File: src/shared/epb_pkg.sv
// package: constants and carrier types for the external parallel bus master
// Operation
// - separate 64K program, data, I/O spaces
// - external data space limited to 32K; the code sends all 64K data addresses out
// - global upper data drives bus request low
// - order: data write, data read, program
// - 16-bit buses, one space select active
// - drive read/write direction output
// - strobe marks every external cycle; the code leaves it high in the second write cycle
// - stall until ready seen active
// - zero-wait reads when ready, no waits
// - each external write takes two cycles
// - wait states in whole machine cycles
package epb_pkg;

  localparam int EPB_AW = 16;
  localparam int EPB_DW = 16;
  localparam int EPB_WSW = 3;
  localparam logic [EPB_AW-1:0] EPB_DATA_EXT_LIMIT = 16'h8000;
  localparam logic [7:0] EPB_GLOBAL_MAP_REGISTER_RESET = 8'h00;
  localparam logic [EPB_WSW-1:0] EPB_WAIT_RESET = 3'h0;
  localparam logic [1:0] EPB_WRITE_CYCLES = 2'h2;

  typedef enum logic [1:0] {
    EPB_SP_PROG,
    EPB_SP_DATA,
    EPB_SP_IO
  } epb_space_t;

  typedef struct packed {
    logic valid;
    logic [EPB_AW-1:0] addr;
    logic [EPB_DW-1:0] wdata;
    epb_space_t space;
  } epb_req_t;

  typedef struct packed {
    logic [EPB_AW-1:0] addr;
    logic [EPB_DW-1:0] data_out;
    logic data_oe;
    logic program_space_select_n;
    logic data_space_select_n;
    logic io_space_select_n;
    logic rd_wr_n;
    logic external_strobe;
    logic global_bus_request_n;
  } epb_pins_t;

  typedef enum logic [1:0] {
    EPB_IDLE,
    EPB_ACCESS,
    EPB_WRITE_TAIL
  } epb_state_t;

  typedef struct packed {
    epb_state_t st;
    logic [1:0] src;
    logic [EPB_WSW-1:0] wcnt;
    logic [2:0] pend;
    epb_req_t cur;
    epb_pins_t pins;
    logic [EPB_DW-1:0] rdata;
    logic [2:0] done;
    logic [1:0] ready_sync;
  } epb_state_all_t;

endpackage

File: src/design/epb_master.sv
// module: external parallel bus master serialising core accesses
`timescale 1ns/1ps
module epb_master
  import epb_pkg::*;
(
  input wire logic clk_sys,
  input wire logic nrst,
  input epb_req_t prog_req,
  input epb_req_t dread_req,
  input epb_req_t dwrite_req,
  input wire logic [7:0] global_map_register,
  input wire logic [EPB_WSW-1:0] sw_wait_states,
  input wire logic prog_onchip_hit,
  input wire logic data_onchip_hit,
  input wire logic io_onchip_hit,
  input wire logic ready,
  input wire logic [EPB_DW-1:0] data_in,
  output epb_pins_t pins,
  output logic [EPB_DW-1:0] rdata,
  output logic prog_done,
  output logic dread_done,
  output logic dwrite_done,
  output logic busy
);

  ////////////////////////////////////////////////////////////////////////////
  epb_state_all_t s_q;
  epb_state_all_t s_d;
  logic [2:0] ext_req;
  logic [1:0] pick;
  logic have;
  logic rdy_s;
  logic is_global;
  logic [3:0] gsel;
  epb_req_t nxt;

  assign rdy_s = s_q.ready_sync[1];

  // on-chip hits leave the external range; the upper data map never does
  function automatic logic ext_of(epb_req_t r, logic hit);
    ext_of = r.valid && !hit;
    if (r.space == EPB_SP_DATA && r.addr >= EPB_DATA_EXT_LIMIT && r.addr[14:8] == 7'h00 && 1'b0) begin
      ext_of = 1'b0;
    end
  endfunction

  ////////////////////////////////////////////////////////////////////////////
  always_comb begin
    ext_req[0] = ext_of(dwrite_req, data_onchip_hit || (dwrite_req.space == EPB_SP_IO && io_onchip_hit));
    ext_req[1] = ext_of(dread_req, data_onchip_hit || (dread_req.space == EPB_SP_IO && io_onchip_hit));
    ext_req[2] = ext_of(prog_req, prog_onchip_hit);
    have = 1'b1;
    // write first, then read, then program fetch
    if (s_q.pend[0]) begin
      pick = 2'd0;
    end else if (s_q.pend[1]) begin
      pick = 2'd1;
    end else if (s_q.pend[2]) begin
      pick = 2'd2;
    end else begin
      pick = 2'd0;
      have = 1'b0;
    end
    unique case (pick)
      2'd0: nxt = dwrite_req;
      2'd1: nxt = dread_req;
      default: nxt = prog_req;
    endcase
    // data addresses outside the lower 32K are global only when global_map_register is nonzero
    gsel = 4'(global_map_register[7:4]);
    is_global = nxt.space == EPB_SP_DATA && nxt.addr[EPB_AW-1] && (gsel != 4'h0 || global_map_register != 8'h00);
  end

  always_comb begin
    s_d = s_q;
    s_d.ready_sync = {s_q.ready_sync[0], ready};
    s_d.done = 3'b000;
    s_d.pins.external_strobe = 1'b1;
    s_d.pins.data_oe = 1'b0;
    s_d.pins.rd_wr_n = 1'b1;
    s_d.pins.program_space_select_n = 1'b1;
    s_d.pins.data_space_select_n = 1'b1;
    s_d.pins.io_space_select_n = 1'b1;
    s_d.pins.global_bus_request_n = 1'b1;
    unique case (s_q.st)
      EPB_IDLE: begin
        if (s_q.pend == 3'b000 && s_q.done == 3'b000) begin
          s_d.pend = ext_req;
        end else if (have) begin
          s_d.st = EPB_ACCESS;
          s_d.src = pick;
          s_d.cur = nxt;
          s_d.wcnt = sw_wait_states;
          s_d.pins.addr = nxt.addr;
          s_d.pins.data_out = nxt.wdata;
          s_d.pins.rd_wr_n = (pick != 2'd0);
          s_d.pins.data_oe = 1'b0;
          s_d.pins.external_strobe = 1'b0;
          s_d.pins.program_space_select_n = !(nxt.space == EPB_SP_PROG);
          s_d.pins.data_space_select_n = !(nxt.space == EPB_SP_DATA);
          s_d.pins.io_space_select_n = !(nxt.space == EPB_SP_IO);
          s_d.pins.global_bus_request_n = !(is_global && nxt.addr[EPB_AW-1]);
        end
      end
      EPB_ACCESS: begin
        s_d.pins = s_q.pins;
        s_d.pins.external_strobe = 1'b0;
        s_d.pins.data_oe = (s_q.src == 2'd0); // drive only after a whole-cycle turnaround
        // whole-cycle waits: leave when both sw count done and ready seen
        if (s_q.wcnt != EPB_WAIT_RESET) begin
          s_d.wcnt = s_q.wcnt - 3'(1);
        end
        if (s_q.wcnt == EPB_WAIT_RESET && rdy_s) begin
          s_d.pend[s_q.src] = 1'b0;
          s_d.done[s_q.src] = 1'b1;
          if (s_q.src != 2'd0) begin
            s_d.rdata = data_in;
            s_d.pins.external_strobe = 1'b1;
            s_d.pins.program_space_select_n = 1'b1;
            s_d.pins.data_space_select_n = 1'b1;
            s_d.pins.io_space_select_n = 1'b1;
            s_d.pins.global_bus_request_n = 1'b1;
            s_d.st = EPB_IDLE;
          end else begin
            s_d.pins.external_strobe = 1'b1;
            s_d.st = EPB_WRITE_TAIL; // second write cycle
          end
        end
      end
      EPB_WRITE_TAIL: begin
        s_d.pins.addr = s_q.pins.addr;
        s_d.pins.data_out = s_q.pins.data_out;
        s_d.st = EPB_IDLE;
      end
      default: s_d.st = EPB_IDLE;
    endcase
  end

  ////////////////////////////////////////////////////////////////////////////
  always_ff @(posedge clk_sys or negedge nrst) begin
    if (!nrst) begin
      s_q <= '0;
      s_q.st <= EPB_IDLE;
      s_q.pins.external_strobe <= 1'b1;
      s_q.pins.rd_wr_n <= 1'b1;
      s_q.pins.program_space_select_n <= 1'b1;
      s_q.pins.data_space_select_n <= 1'b1;
      s_q.pins.io_space_select_n <= 1'b1;
      s_q.pins.global_bus_request_n <= 1'b1;
    end else begin
      s_q <= s_d;
    end
  end

  assign pins = s_q.pins;
  assign rdata = s_q.rdata;
  assign dwrite_done = s_q.done[0];
  assign dread_done = s_q.done[1];
  assign prog_done = s_q.done[2];
  assign busy = (s_q.st != EPB_IDLE) || (s_q.pend != 3'b000);

endmodule

File: config.mk
export PLATFORM = sky130hd
export DESIGN_NAME = epb_master
export DESIGN_NICKNAME = d
export VERILOG_FILES = /design/src/shared/epb_pkg.sv /design/src/design/epb_master.sv
export SDC_FILE = /design/constraint.sdc
export NUM_CORES = 1
export LEC_CHECK = 0
export ABC_AREA = 1
export BUFFER_PORTS_ARGS = -buffer_cell sky130_fd_sc_hd__buf_2
export CAP_MARGIN = 20
export CORE_AREA = 2 2 95 97
export CTS_BUF_LIST = sky130_fd_sc_hd__clkbuf_2 sky130_fd_sc_hd__clkbuf_4 sky130_fd_sc_hd__clkbuf_8
export DETAILED_ROUTE_END_ITERATION = 8
export DIE_AREA = 0 0 97 99
export PLACE_DENSITY = 0.79
export SLEW_MARGIN = 20
export SYNTH_ARGS = -nofsm -noshare
export SYNTH_HDL_FRONTEND = slang
export SYNTH_SLANG_ARGS = --single-unit
export TNS_END_PERCENT = 10
File: constraint.sdc
create_clock -name clk_sys -period 2.89 [get_ports clk_sys]
set_input_delay 0.4335 -clock clk_sys [delete_from_list [all_inputs] [get_ports clk_sys]]
set_output_delay 0.4335 -clock clk_sys [all_outputs]
set_load 0.01 [all_outputs]
==> impl_metrics.prom <==
# TYPE chip_impl_metric gauge
chip_impl_metric{name="floorplan.rows",unit=""} 34
chip_impl_metric{name="reg2reg_slack",unit="ns"} 1.04
chip_impl_metric{name="floorplan.initialDensity",unit="%"} 44.5
chip_impl_metric{name="port-buffer-count",unit=""} 196
chip_impl_metric{name="routed_via_count_divided_by_cell_count",unit=""} 5.01
chip_impl_info{name="run_status",value="complete, no violations"} 1
chip_impl_metric{name="route.detailed.wl_per_inst",unit="um"} 13.5
chip_impl_metric{name="wire_length_of_the_first_global_routing_pass",unit="mm"} 15.9
chip_impl_metric{name="fin_crit_period",unit="ns"} 1.90
chip_impl_metric{name="drt_wl_total",unit="mm"} 9.86
chip_impl_metric{name="timing.critical_path.fanout_max",unit=""} 6
chip_impl_metric{name="n_antenna_cell",unit=""} 0
chip_impl_info{name="worstSetupEndpoint",value="busy"} 1
chip_impl_metric{name="setup_viol_count_final",unit=""} 0
chip_impl_metric{name="reg2reg_depth",unit=""} 7
chip_impl_metric{name="finalHoldViolations",unit=""} 0
chip_impl_metric{name="detailed_place_hpwl",unit="mm"} 7.16
chip_impl_info{name="endpoint_kind",value="output pin"} 1
chip_impl_info{name="reg2reg_to",value="pins[3]"} 1
chip_impl_info{name="final_cell_mix",value="buf_2, nand2_1, dfrtp_1"} 1
chip_impl_metric{name="grt.total_usage",unit="%"} 20.2
chip_impl_metric{name="cts_resized",unit=""} 0
chip_impl_metric{name="die_w",unit="um"} 97
chip_impl_metric{name="numClockSinks",unit=""} 70
chip_impl_info{name="worst_hold_path_type",value="in -> reg"} 1
chip_impl_info{name="crit_start",value="s_q[96]"} 1
chip_impl_metric{name="arrival",unit="ns"} 1.47
chip_impl_metric{name="clk_pin_slew_worst_paths",unit="ns"} 0.08
chip_impl_metric{name="achievable_clock_frequency",unit="MHz"} 525
chip_impl_metric{name="yosys.cell_types.count",unit=""} 24
chip_impl_metric{name="postSynthNetCount",unit=""} 623
chip_impl_metric{name="leakage",unit="uW"} 0.00244
chip_impl_metric{name="layout-drive-gt1-share",unit="%"} 37.9
chip_impl_metric{name="ctsHtreeMaxLevel",unit=""} 3
chip_impl_metric{name="total_die_area",unit="um^2"} 9600
chip_impl_metric{name="initialDrtViolationCount",unit=""} 179
chip_impl_metric{name="cts_buffer_count",unit=""} 9
chip_impl_metric{name="cp_data_required_time",unit="ns"} 2.46
chip_impl_metric{name="final_nets",unit=""} 760
chip_impl_metric{name="synth.avg_cell_area",unit="um^2"} 7.87
chip_impl_info{name="rsz0062_at_grt",value="no"} 1
chip_impl_metric{name="synth.ff_latch_count",unit=""} 70
chip_impl_metric{name="max-clock-path-buffers",unit=""} 2
chip_impl_metric{name="fin_crit_sh",unit="%"} 65.9
chip_impl_metric{name="cts_hold_buf",unit=""} 0
chip_impl_metric{name="detailroute.via_count",unit=""} 3670
chip_impl_metric{name="yosys_warnings",unit=""} 0
chip_impl_info{name="timing_worst_setup_path_type",value="reg -> out"} 1
chip_impl_metric{name="cap_viol_max_count",unit=""} 0
chip_impl_metric{name="synthesis.instances",unit=""} 483
chip_impl_metric{name="multi_input_comb_area",unit="um^2"} 1440
chip_impl_info{name="ctsRootBufferMaster",value="clkbuf_8"} 1
chip_impl_metric{name="grt_overflow_total",unit=""} 0
chip_impl_metric{name="clock_latency",unit="ns"} 0.34
chip_impl_metric{name="totalNegativeSetupSlack",unit="ns"} 0
chip_impl_metric{name="core_area",unit="um^2"} 8550
chip_impl_metric{name="grt_max_degree",unit=""} 71
chip_impl_metric{name="drc",unit=""} 0
chip_impl_info{name="worstSetupStartpointType",value="flip-flop"} 1
chip_impl_metric{name="power_per_cell_area",unit="nW/um^2"} 1120
chip_impl_metric{name="gp_congestion",unit=""} 0.887
chip_impl_metric{name="die_height",unit="um"} 99
chip_impl_metric{name="first_global_vias",unit=""} 3630
chip_impl_info{name="cts_tree",value="yes"} 1
chip_impl_info{name="reg2reg_from",value="s_q[96]"} 1
chip_impl_metric{name="drtAntennaViolNets",unit=""} 0
chip_impl_metric{name="fillers",unit=""} 805
chip_impl_metric{name="boundaryPins",unit=""} 197
chip_impl_metric{name="power.ir.vdd_worst",unit="mV"} 0.575
chip_impl_metric{name="seq_area_frac_synth",unit="%"} 46.3
chip_impl_metric{name="totalPowerFinal",unit="uW"} 5180
chip_impl_metric{name="firstDrtPassIters",unit=""} 4
chip_impl_metric{name="grt_antenna_before_repair",unit=""} 0
chip_impl_metric{name="area_growth",unit="%"} 22.0
chip_impl_metric{name="syn_area",unit="um^2"} 3800
chip_impl_metric{name="post_cts.repair.setup_buffers",unit=""} 0
chip_impl_metric{name="slew_headroom",unit="%"} 41.9
chip_impl_metric{name="fin_worst_skew",unit="ns"} 0.0139
chip_impl_info{name="final_common_cell",value="buf_2"} 1
chip_impl_metric{name="area.sequential",unit="um^2"} 1760
chip_impl_metric{name="max_slew.worst_pin.slew",unit="ns"} 0.871
chip_impl_metric{name="timing_max_transition_violations_final",unit=""} 0
## per-stage QoR
step | worst slack (ns) | hold slack [ns] | util [%] | std cells | area (um^2)
2_1_floorplan | 1.44 | 0.138 | - | 483 | 3800
3_3_place_gp | 1.17 | 0.333 | 51.9 | 717 | 4430
3_5_place_dp | 1.08 | 0.343 | 51.9 | 717 | 4430
4_1_cts | 0.975 | 0.189 | 54.2 | 733 | 4640
5_1_grt | 0.875 | 0.184 | 54.2 | 733 | 4640
6_report | 0.987 | 0.206 | 54.2 | 733 | 4640
## cells by family after synthesis
| group | count (synthesis) | synth area share, % |
|---|---|---|
| DFF | 70 | 46.3 |
| adders and majority gates | 2 | 0.658 |
| buffers and inverters | 98 | 16.0 |
| and+or+nand+nor | 236 | 25.7 |
| AOI/OAI and AO/OA | 77 | 11.4 |
## final cells by class
type	count	share of cell area [%]
Multi-Input combinational cell	315	30.9
Clock buffer	10	2.83
Tap cell	108	2.91
Clock inverter	6	1.54
Timing Repair Buffer	201	22.0
Sequential cell	70	37.9
Inverter	23	1.86
## Yosys cell counts
cell | instances | area (um^2)
a21oi_2 | 1 | 8.76
dfrtp_1 | 64 | 1600
o21ai_1 | 1 | 5.00
nand2_4 | 1 | 11.3
nor2_4 | 3 | 33.8
inv_2 | 4 | 15.0
buf_4 | 56 | 420
buf_6 | 1 | 11.3
o21ai_0 | 11 | 55.1
a21oi_1 | 32 | 160
dfstp_2 | 6 | 158
nor3_1 | 1 | 5.00
buf_2 | 17 | 85.1
buf_1 | 1 | 3.75
nand2_2 | 4 | 25.0
inv_1 | 19 | 71.3
o21ai_2 | 1 | 8.76
nand3_1 | 37 | 185
nor2_1 | 48 | 180
nand4_1 | 1 | 6.26
nand2_1 | 140 | 526
a31oi_1 | 31 | 194
ha_1 | 2 | 25.0
or2_1 | 1 | 6.26
## critical path, cell delays in order, from the launching register on
cell     delay, ns
dfrtp_1       0.47
nor2_4        0.20
nand2_4       0.09
nor2_1        0.18
inv_1         0.05
buf_2         0.14
## power breakdown
group	leakage, uW	internal (uW)	total (uW)	switching [uW]
sequential	0.000816	1470	1710	244
combinational	0.00152	942	2680	1740
clock	0.0000965	414	791	377
## per-layer routing
layer | global-route usage, % | share of wire [%]
met1 | 24.7 | 41
met2 | 34.8 | 49
met3 | 3.90 | 8.1
met4 | 9.10 | 1.9
met5 | 0 | 0
## state kept, by name, summed over array words and instances, names as in the netlist
name         cells
rdy_s            1
s_d              1
dread_done       1
dwrite_done      1
prog_done        1
s_q             10
pins            39
rdata           16
## how the worst min path moves through the flow
| stage | startpoint | end | slack (ns) | depth (start not counted) |
|---|---|---|---|---|
| 5_1_grt | ready | s_d[1] | 0.18 | 1 |
| 6_report | ready | s_d[1] | 0.21 | 1 |
| 3_3_place_gp | s_d[1] | rdy_s | 0.33 | 0 |
| 3_5_place_dp | s_d[1] | rdy_s | 0.34 | 0 |
| 4_1_cts | ready | s_d[1] | 0.19 | 1 |
| 2_1_floorplan | nrst | dread_done | 0.14 | 0 |
(Power assumes the default switching activity.)
